File: src/rtl/ocd_cfg.svh
// register indices, field positions, reset values for the channel divider block
`ifndef OCD_CFG_SVH
`define OCD_CFG_SVH

`define OCD_IDX_DIV2_COUNTS 10'h196
`define OCD_IDX_DIV2_CTRL 10'h197
`define OCD_IDX_CH2_PWR 10'h198
`define OCD_IDX_DIV3_COUNTS 10'h199
`define OCD_IDX_DIV3_CTRL 10'h19a
`define OCD_IDX_CH3_PWR 10'h19b
`define OCD_IDX_STATUS 10'h19c

`define OCD_LOW_MSB 7
`define OCD_LOW_LSB 4
`define OCD_HIGH_MSB 3
`define OCD_HIGH_LSB 0
`define OCD_BYPASS_BIT 7
`define OCD_IGNSYNC_BIT 6
`define OCD_FORCE_BIT 5
`define OCD_START_BIT 4
`define OCD_PHASE_MSB 3
`define OCD_PHASE_LSB 0
`define OCD_PD_BIT 2
`define OCD_DCCDIS_BIT 0
`define OCD_PWR_MASK 8'h05

`define OCD_RST_DIV2_COUNTS 8'h11
`define OCD_RST_DIV2_CTRL 8'h00
`define OCD_RST_CH2_PWR 8'h00
`define OCD_RST_DIV3_COUNTS 8'h00
`define OCD_RST_DIV3_CTRL 8'h00
`define OCD_RST_CH3_PWR 8'h00

`define OCD_ACK_LATENCY 1

`endif

File: src/rtl/ocd_pkg.sv
// types shared by the channel divider block
package ocd_pkg;
   typedef enum logic [1:0] {
      OCD_ST_HOLD = 2'b00,
      OCD_ST_PHASE = 2'b01,
      OCD_ST_RUN = 2'b10,
      OCD_ST_FORCE = 2'b11
   } ocd_state_t;
endpackage

File: src/rtl/ocd_divider.sv
// one channel divider: low/high counts, phase offset, start level, force, bypass
`timescale 1ns/10ps
module ocd_divider
   import ocd_pkg::*;
(
   input wire logic clk,
   input wire logic rst_n,
   input wire logic [3:0] low_cnt,
   input wire logic [3:0] high_cnt,
   input wire logic bypass,
   input wire logic ignore_sync,
   input wire logic force_high,
   input wire logic start_high,
   input wire logic [3:0] phase,
   input wire logic sync_hold,
   output logic level,
   output logic div_out
);

   ocd_state_t st;
   ocd_state_t next_st;
   logic [3:0] cnt;
   logic [3:0] next_cnt;
   logic next_level;

   function automatic logic [3:0] ocd_field(input logic lvl, input logic [3:0] lo,
                                            input logic [3:0] hi);
      ocd_field = lvl ? hi : lo;
   endfunction

   ////////////////////////////////////////////////////////////////////////
   always_comb begin
      next_st = st;
      next_cnt = cnt;
      next_level = level;
      if (bypass) begin
         next_st = OCD_ST_HOLD;
         next_cnt = 4'h0;
         next_level = start_high;
      end else if (sync_hold && ignore_sync) begin
         next_st = OCD_ST_FORCE;
         next_level = force_high;
      end else if (sync_hold) begin
         next_st = OCD_ST_HOLD;
         next_cnt = 4'h0;
         next_level = start_high;
      end else begin
         case (st)
            OCD_ST_HOLD: begin
               next_level = start_high;
               if (phase == 4'h0) begin
                  next_st = OCD_ST_RUN;
                  next_cnt = ocd_field(start_high, low_cnt, high_cnt);
               end else begin
                  next_st = OCD_ST_PHASE;
                  next_cnt = phase;
               end
            end
            OCD_ST_PHASE: begin
               if (cnt <= 4'h1) begin
                  next_st = OCD_ST_RUN;
                  next_cnt = ocd_field(level, low_cnt, high_cnt);
               end else begin
                  next_cnt = cnt - 4'h1;
               end
            end
            OCD_ST_RUN: begin
               if (cnt == 4'h0) begin
                  next_level = !level;
                  next_cnt = ocd_field(!level, low_cnt, high_cnt);
               end else begin
                  next_cnt = cnt - 4'h1;
               end
            end
            OCD_ST_FORCE: begin
               next_st = OCD_ST_HOLD;
            end
            default: begin
               next_st = OCD_ST_HOLD;
            end
         endcase
      end
   end

   always_ff @(posedge clk or negedge rst_n) begin
      if (!rst_n) begin
         st <= OCD_ST_HOLD;
         cnt <= 4'h0;
         level <= 1'b0;
      end else begin
         st <= next_st;
         cnt <= next_cnt;
         level <= next_level;
      end
   end

   assign div_out = bypass ? clk : level;
endmodule

File: src/rtl/ocd_top.sv
// channel 2 and 3 output dividers with classic wishbone register slave
//
// Design decision made here: the Wishbone register port.
`timescale 1ns/10ps
`include "ocd_cfg.svh"

////////////////////////////////////////////////////////////////////////////
// Summary of operation
// - Each divider holds its output low for the low-count field plus one input cycles.
// - Each divider holds its output high for the high-count field plus one input cycles.
// - The bypass bit parks the divider and passes the input clock straight to the output.
// - With ignore-sync clear the divider obeys the sync signal, with it set sync forces the output to the force-bit level.
// - While forcing is in effect the output sits at the level of the force bit.
// - The force bit has no effect on a bypassed divider.
// - The start-level bit picks whether the divided clock begins low or high.
// - Each divider delays its start by a four-bit phase offset, reset value zero.
// - The channel power-down bit puts all three output pairs in high impedance.
// - The channel two power-down bit acts on output pairs six to eight.
// - The channel three power-down bit acts on output pairs nine to eleven.
// - Duty-cycle correction is on while its disable bit is zero and off when it is one.
// - Divider two has its own ignore-sync bit with obey-sync as the default.
module ocd_top
   import ocd_pkg::*;
(
   input wire logic clk,
   input wire logic rst_n,
   input wire logic wb_cyc_i,
   input wire logic wb_stb_i,
   input wire logic wb_we_i,
   input wire logic [11:0] wb_adr_i,
   input wire logic [3:0] wb_sel_i,
   input wire logic [31:0] wb_dat_i,
   output logic [31:0] wb_dat_o,
   output logic wb_ack_o,
   input wire logic sync_n,
   output logic [2:0] channel2_first_output_pair_p,
   output logic [2:0] channel2_first_output_pair_n,
   output logic [2:0] channel2_first_output_pair_oe_n,
   output logic [2:0] channel3_first_output_pair_p,
   output logic [2:0] channel3_first_output_pair_n,
   output logic [2:0] channel3_first_output_pair_oe_n,
   output logic [1:0] duty_cycle_correction
);

   ////////////////////////////////////////////////////////////////////////
   // reset release
   logic rst_meta;
   logic rst_i;

   always_ff @(posedge clk or negedge rst_n) begin
      if (!rst_n) begin
         rst_meta <= 1'b0;
         rst_i <= 1'b0;
      end else begin
         rst_meta <= 1'b1;
         rst_i <= rst_meta;
      end
   end

   ////////////////////////////////////////////////////////////////////////
   // sync pin: three flops, change taken once second and third agree
   logic sync_s1;
   logic sync_s2;
   logic sync_s3;
   logic sync_hold;
   logic next_sync_hold;

   always_comb begin
      next_sync_hold = sync_hold;
      if (sync_s2 == sync_s3) begin
         next_sync_hold = !sync_s3;
      end
   end

   always_ff @(posedge clk or negedge rst_i) begin
      if (!rst_i) begin
         sync_s1 <= 1'b1;
         sync_s2 <= 1'b1;
         sync_s3 <= 1'b1;
         sync_hold <= 1'b0;
      end else begin
         sync_s1 <= sync_n;
         sync_s2 <= sync_s1;
         sync_s3 <= sync_s2;
         sync_hold <= next_sync_hold;
      end
   end

   ////////////////////////////////////////////////////////////////////////
   // register file
   logic [7:0] div2_cycle_counts;
   logic [7:0] divider2_force_start_phase;
   logic [7:0] channel2_power_and_correction;
   logic [7:0] divider3_cycle_counts;
   logic [7:0] divider3_control;
   logic [7:0] channel3_power_and_correction;
   logic [7:0] next_div2_cycle_counts;
   logic [7:0] next_divider2_force_start_phase;
   logic [7:0] next_channel2_power_and_correction;
   logic [7:0] next_divider3_cycle_counts;
   logic [7:0] next_divider3_control;
   logic [7:0] next_channel3_power_and_correction;
   logic [31:0] next_dat;
   logic next_ack;
   logic [9:0] idx;
   logic wr_take;
   logic [1:0] div_level;

   function automatic logic ocd_hit(input logic [9:0] a, input logic [9:0] b);
      ocd_hit = (a == b);
   endfunction

   assign idx = wb_adr_i[11:2];
   assign wr_take = wb_cyc_i && wb_stb_i && wb_we_i && wb_ack_o && wb_sel_i[0];

   always_comb begin
      next_div2_cycle_counts = div2_cycle_counts;
      next_divider2_force_start_phase = divider2_force_start_phase;
      next_channel2_power_and_correction = channel2_power_and_correction;
      next_divider3_cycle_counts = divider3_cycle_counts;
      next_divider3_control = divider3_control;
      next_channel3_power_and_correction = channel3_power_and_correction;
      if (wr_take) begin
         if (ocd_hit(idx, `OCD_IDX_DIV2_COUNTS)) begin
            next_div2_cycle_counts = wb_dat_i[7:0];
         end
         if (ocd_hit(idx, `OCD_IDX_DIV2_CTRL)) begin
            next_divider2_force_start_phase = wb_dat_i[7:0];
         end
         if (ocd_hit(idx, `OCD_IDX_CH2_PWR)) begin
            next_channel2_power_and_correction = wb_dat_i[7:0] & `OCD_PWR_MASK;
         end
         if (ocd_hit(idx, `OCD_IDX_DIV3_COUNTS)) begin
            next_divider3_cycle_counts = wb_dat_i[7:0];
         end
         if (ocd_hit(idx, `OCD_IDX_DIV3_CTRL)) begin
            next_divider3_control = wb_dat_i[7:0];
         end
         if (ocd_hit(idx, `OCD_IDX_CH3_PWR)) begin
            next_channel3_power_and_correction = wb_dat_i[7:0] & `OCD_PWR_MASK;
         end
      end
   end

   always_comb begin
      next_ack = wb_cyc_i && wb_stb_i && !wb_ack_o;
      next_dat = 32'h0;
      if (ocd_hit(idx, `OCD_IDX_DIV2_COUNTS)) begin
         next_dat[7:0] = div2_cycle_counts;
      end else if (ocd_hit(idx, `OCD_IDX_DIV2_CTRL)) begin
         next_dat[7:0] = divider2_force_start_phase;
      end else if (ocd_hit(idx, `OCD_IDX_CH2_PWR)) begin
         next_dat[7:0] = channel2_power_and_correction;
      end else if (ocd_hit(idx, `OCD_IDX_DIV3_COUNTS)) begin
         next_dat[7:0] = divider3_cycle_counts;
      end else if (ocd_hit(idx, `OCD_IDX_DIV3_CTRL)) begin
         next_dat[7:0] = divider3_control;
      end else if (ocd_hit(idx, `OCD_IDX_CH3_PWR)) begin
         next_dat[7:0] = channel3_power_and_correction;
      end else if (ocd_hit(idx, `OCD_IDX_STATUS)) begin
         next_dat[2:0] = {sync_hold, div_level};
      end
      if (!next_ack) begin
         next_dat = wb_dat_o;
      end
   end

   always_ff @(posedge clk or negedge rst_i) begin
      if (!rst_i) begin
         div2_cycle_counts <= `OCD_RST_DIV2_COUNTS;
         divider2_force_start_phase <= `OCD_RST_DIV2_CTRL;
         channel2_power_and_correction <= `OCD_RST_CH2_PWR;
         divider3_cycle_counts <= `OCD_RST_DIV3_COUNTS;
         divider3_control <= `OCD_RST_DIV3_CTRL;
         channel3_power_and_correction <= `OCD_RST_CH3_PWR;
         wb_ack_o <= 1'b0;
         wb_dat_o <= 32'h0;
      end else begin
         div2_cycle_counts <= next_div2_cycle_counts;
         divider2_force_start_phase <= next_divider2_force_start_phase;
         channel2_power_and_correction <= next_channel2_power_and_correction;
         divider3_cycle_counts <= next_divider3_cycle_counts;
         divider3_control <= next_divider3_control;
         channel3_power_and_correction <= next_channel3_power_and_correction;
         wb_ack_o <= next_ack;
         wb_dat_o <= next_dat;
      end
   end

   ////////////////////////////////////////////////////////////////////////
   // dividers
   logic div2_out;
   logic div3_out;

   ocd_divider u_div2 (
      .clk(clk),
      .rst_n(rst_i),
      .low_cnt(div2_cycle_counts[`OCD_LOW_MSB:`OCD_LOW_LSB]),
      .high_cnt(div2_cycle_counts[`OCD_HIGH_MSB:`OCD_HIGH_LSB]),
      .bypass(divider2_force_start_phase[`OCD_BYPASS_BIT]),
      .ignore_sync(divider2_force_start_phase[`OCD_IGNSYNC_BIT]),
      .force_high(divider2_force_start_phase[`OCD_FORCE_BIT]),
      .start_high(divider2_force_start_phase[`OCD_START_BIT]),
      .phase(divider2_force_start_phase[`OCD_PHASE_MSB:`OCD_PHASE_LSB]),
      .sync_hold(sync_hold),
      .level(div_level[0]),
      .div_out(div2_out)
   );

   ocd_divider u_div3 (
      .clk(clk),
      .rst_n(rst_i),
      .low_cnt(divider3_cycle_counts[`OCD_LOW_MSB:`OCD_LOW_LSB]),
      .high_cnt(divider3_cycle_counts[`OCD_HIGH_MSB:`OCD_HIGH_LSB]),
      .bypass(divider3_control[`OCD_BYPASS_BIT]),
      .ignore_sync(divider3_control[`OCD_IGNSYNC_BIT]),
      .force_high(divider3_control[`OCD_FORCE_BIT]),
      .start_high(divider3_control[`OCD_START_BIT]),
      .phase(divider3_control[`OCD_PHASE_MSB:`OCD_PHASE_LSB]),
      .sync_hold(sync_hold),
      .level(div_level[1]),
      .div_out(div3_out)
   );

   ////////////////////////////////////////////////////////////////////////
   // output pairs and correction enables
   logic pd2;
   logic pd3;

   assign pd2 = channel2_power_and_correction[`OCD_PD_BIT];
   assign pd3 = channel3_power_and_correction[`OCD_PD_BIT];

   assign channel2_first_output_pair_p = {3{div2_out && !pd2}};
   assign channel2_first_output_pair_n = {3{!div2_out && !pd2}};
   assign channel2_first_output_pair_oe_n = {3{pd2}};

   assign channel3_first_output_pair_p = {3{div3_out && !pd3}};
   assign channel3_first_output_pair_n = {3{!div3_out && !pd3}};
   assign channel3_first_output_pair_oe_n = {3{pd3}};

   assign duty_cycle_correction[0] = !channel2_power_and_correction[`OCD_DCCDIS_BIT];
   assign duty_cycle_correction[1] = !channel3_power_and_correction[`OCD_DCCDIS_BIT];
endmodule
File: config.mk
export PLATFORM = sky130hd
export DESIGN_NAME = ocd_top
export DESIGN_NICKNAME = d
export VERILOG_FILES = /design/src/rtl/ocd_pkg.sv /design/src/rtl/ocd_divider.sv /design/src/rtl/ocd_top.sv
export VERILOG_INCLUDE_DIRS = /design/src /design/src/rtl
export SDC_FILE = /design/constraint.sdc
export NUM_CORES = 1
export LEC_CHECK = 0
export ABC_AREA = 1
export BUFFER_PORTS_ARGS = -buffer_cell sky130_fd_sc_hd__buf_2
export CAP_MARGIN = 20
export CORE_AREA = 10 10 102 104
export DETAILED_ROUTE_END_ITERATION = 7
export DIE_AREA = 0 0 112 114
export PLACE_DENSITY_LB_ADDON = 0.3
export SLEW_MARGIN = 30
export SYNTH_ARGS = -nofsm -noshare
export SYNTH_HDL_FRONTEND = slang
export SYNTH_SLANG_ARGS = --single-unit
File: constraint.sdc
create_clock -name clk -period 2.35 [get_ports clk]
set_input_delay 0 -clock clk [delete_from_list [all_inputs] [get_ports clk]]
set_output_delay 0 -clock clk [all_outputs]
set_load 0.02 [all_outputs]
* Word level (Yosys, flattened, before mapping) *
Index checks and enable logic that the tools add are counted.
Widths: inputs -> output; s select.

cells by class
  add/subtract/negate cells = 2
  equality and inequality tests = 20
  reductions and logical operators = 45
  $lt $le $gt $ge = 2
  multiplexer cells = 51

operator list
  kind                 number
  $mux 4               18
  $eq 10x9->1 const B  7
  $mux 8               5
  $pmux 4 s3           2
  $reduce_and 2->1     12
  $mux 2               10
  $ne 5x3->1 const B   4
  $reduce_bool 5->1    4
  $logic_not 4->1      4
  $pmux 2 s3           2
  $reduce_bool 6->1    2
  $logic_and 1x1->1    11
  $logic_not 1->1      10
  $mux 1               10
  $eq 2x2->1 const B   4
  $le 4x1->1 const B   2
  $sub 4x1->4 const B  2
  $mux 3               2
  $eq 2x1->1 const B   2
  $logic_not 2->1      2
  $ne 2x2->1 const B   2
  $pmux 1 s2           2
  $eq 1x1->1           1

word-level totals
  output and inout bits = 53
  bits of input ports = 54
  logic and storage cells = 140
  register bits after elaboration = 65

* Logic depth before layout (Yosys ltp) *
  depth after elaboration = 8
  mapped depth = 13
  mapped depth without buffers = 13

* By module *
A second synthesis with hierarchy kept.

second synthesis, totals
  cell total of the unflattened synthesis = 659
  area, all modules = 4600.7 um2

modules (own cells, without submodules)
  module                 cells an instance  sequential area each (um2)  instances  area each (um2)
  ocd_top                312                1282.5                      1          2695.1
  ocd_divider at u_div3  178                175.2                       1          975.9
  ocd_divider at u_div2  169                175.2                       1          929.6

==> key figures <==
Clocking
  • CTS tree: built
  • Clock transition at path regs: 80 ps
  • Worst skew pair latency: 440 ps

Synthesis
  • EDFF count, synth: 0
  • Synth Flop Type: dfrtp_1
  • Async set-reset flop share out of synthesis: 1.00
  • Synth Register Bits: 65
  • Mapped Cells: 608
  • Area of the mapped netlist: 4460 sq um
  • Post-synthesis sequential area ratio: 0.366
  • Yosys warning count: 0
  • Synthesized area per cell: 7.33 sq um
  • Synth cell types: 39

Setup path
  • Slowest cell on the critical path: clkbuf_8
  • Cell chain of the critical path: clkbuf_16 -> clkbuf_16 -> inv_4 -> nand2_2 -> o21ai_4 -> clkbuf_8 -> clkbuf_8 -> clkbuf_8 -> inv_2 -> nor2_4 -> buf_6
  • Crit-path max cell delay: 150 ps
  • Crit-path max FO: 5
  • Critical path class: clk -> out
  • R2R setup slack: 520 ps
  • CP arrival: 2280 ps
  • Most Frequent Cell on Critical Path: clkbuf_8
  • CP bufs+invs: 8
  • Worst EP required: 2350 ps
  • Critical path's top delay family: buffers and inverters
  • Crit path launch type: clock port
  • Crit end category: output port

Cells and area
  • Final std cells w/o fill: 787
  • Util after Layout: 0.621
  • Share of cells above drive strength 1: 0.224
  • N_diodes: 0
  • Synthesis-to-finish area growth: 18.0%
  • Nets: 740

Global routing
  • Initial antenna violation count: 0
  • First-pass GRT wire length: 20.7 mm
  • Vias in the first global route: 4464
  • Total track usage: 0.199
  • Largest net degree at the start of global routing: 52
  • Remaining Overflow, GRT: 0

STA
  • Final slew viol count: 0
  • Final setup TNS: 0 ps
  • Slew HR: 0.571
  • PnR worst setup slack: 65.2 ps
  • Final Skew: 73.1 ps
  • RSZ-0062 raised after global routing: false
  • Final Hold Vio Count: 0
  • Final setup fails: 0
  • Slew @ Worst Pin: 643 ps

Placed design
  • IO Port Bufs: 53
  • Final HPWL DP: 8.70 mm
  • Worst slack, placed: 536 ps
  • Placed cell count: 742
  • Final Wtd Congestion: 0.900

Flow run
  • Max Cap Viol: 0

Detailed routing
  • Final wirelength: 12.3 mm
  • Vias/cell: 5.40
  • WL/cell: 15.6 microns
  • DR DRC count: 0
  • Initial drt markers: 352
  • Pre-antenna DRT Iters: 6
  • DRT antenna net count: 0
  • Via count: 4246

Floorplanning
  • Die area: 12800 sq um
  • Row count: 34
  • Ports: 107
  • Core box area: 8470 sq um
  • Initial Util: 0.526
  • Die Height: 114 microns
  • Die width: 112 microns

Power
  • P_leak: 2.64 nW
  • Power per cell area: 867 nW/um^2
  • Peak VDD IR: 0.594 mV

Hold path
  • HP Class: in -> reg

Status
  • Status: complete, no violations
-- logic make-up (layout without fill, tap and decap cells) --
logic type / after synthesis / after routing / synth area share
compound gates: 118 / 118 / 0.157
fa+ha+maj: 14 / 14 / 0.0393
mux: 1 / 1 / 0.00225
simple gates: 280 / 280 / 0.279
buf+inv: 124 / 172 / 0.147
other cells: 2 / 25 / 0.00169
flops: 65 / 65 / 0.366
xor+xnor: 4 / 4 / 0.00786
-- tightest hold or removal path, cell delays in order --
cell and delay (ps):
buf_2 70, inv_1 120, o21ai_1 160
-- power breakdown --
| group | switching [mW] | leakage [nW] | internal, mW |
|---|---|---|---|
| registers | 0.146 | 0.868 | 1.21 |
| logic | 0.847 | 1.42 | 0.461 |
| clock network | 0.789 | 0.356 | 1.11 |
| total | 1.78 | 2.64 | 2.78 |
-- layer usage --
layer  wire, microns  global-route usage  vias up  part of all wire
li1                -                   -     2053                 -
met1            5420               0.233     1953              0.44
met2            5500               0.287      198              0.45
met3             986              0.0808       42             0.080
met4             388               0.153        0             0.032
met5               0                   0        -                 0
-- repair_timing --
| action | CTS | global route |
|---|---|---|
| resized for setup | 43 | 1 |
| endpoints found under the hold margin | 24 | 0 |
| endpoints found under the setup margin | 13 | 6 |
| pin swaps | 2 | 2 |
| setup buffers | 5 | 0 |
| hold buffers | 9 | 0 |
-- placed cells by master (no fill, tap or decap), types with 2 or more instances in the layout --
cell type,count
nor2_1,47
buf_2,41
nor2_4,6
dfrtp_1,59
dfstp_2,5
clkinv_2,4
inv_1,58
inv_2,11
o21ai_4,2
nand2_4,4
nor3_1,10
clkbuf_1,3
xnor2_1,2
o21ai_0,40
buf_4,7
nand2_2,12
buf_6,10
o211ai_1,6
nand2_1,142
nand4_1,6
nor4_1,2
dlygate4sd3_1,9
inv_4,4
xor2_1,2
or2_0,2
o21ai_1,29
o21ai_2,16
ha_1,14
clkbuf_16,5
nor3_2,2
clkbuf_8,19
o2111ai_1,6
conb_1,25
a21oi_1,13
nand3_1,44
a31oi_1,3
-- metrics by stage --
step           power (mW)  hold slack [ps]  area, sq um
6_report             4.56             6.61         5260
2_1_floorplan        2.59             -296         4540
3_3_place_gp         2.83             -215         4590
4_1_cts              4.55             3.95         5250
5_1_grt              4.88             34.7         5260
3_5_place_dp         2.85             -213         4590
-- synth_stat cells, types with 3 or more instances --
library cell	number	share of area
nand2_1	144	0.12
inv_1	61	0.051
dfrtp_1	60	0.34
nor2_1	50	0.042
nand3_1	44	0.049
o21ai_0	42	0.047
buf_4	38	0.064
o21ai_1	29	0.033
o21ai_2	16	0.031
ha_1	14	0.039
a21oi_1	13	0.015
nand2_2	10	0.014
nor3_1	10	0.011
inv_2	9	0.0076
clkbuf_1	7	0.0059
nand4_1	6	0.0084
o2111ai_1	6	0.012
o211ai_1	6	0.010
buf_6	5	0.013
dfstp_2	5	0.029
nand2_4	4	0.010
a31oi_1	3	0.0042
nor2_4	3	0.0076
-- state kept, by name, indices dropped and copies added, names as in the netlist, 2 cells and up --
register / flops
div2_cycle_counts: 8
divider2_force_start_phase: 8
divider3_control: 8
divider3_cycle_counts: 8
wb_dat_o: 8
u_div2.cnt: 4
u_div3.cnt: 4
channel2_power_and_correction: 2
channel3_power_and_correction: 2
u_div2.st: 2
u_div3.st: 2
-- layout make-up --
class,count,area (sq um)
Fill cell,750,3210
Clock buffer,44,563
Tap cell,108,135
Clock inverter,7,35.0
Inverter,70,269
Sequential cell,65,1630
Multi-Input combinational cell,442,2310
Timing Repair Buffer,51,315
-- worst paths after layout --
kind	cells past startpoint	end	start
max	11	channel2_first_output_pair_n[2]	clk
min	3	divider3_control[2]	wb_dat_i[2]
max reg2reg	10	u_div3.cnt[2]	u_div3.cnt[0]
min reg2reg	0	sync_hold	rst_i
max in group asynchronous	1	div2_cycle_counts[0]	rst_i
min in group asynchronous	0	sync_hold	rst_i
Power figures use the tool's default switching activity.
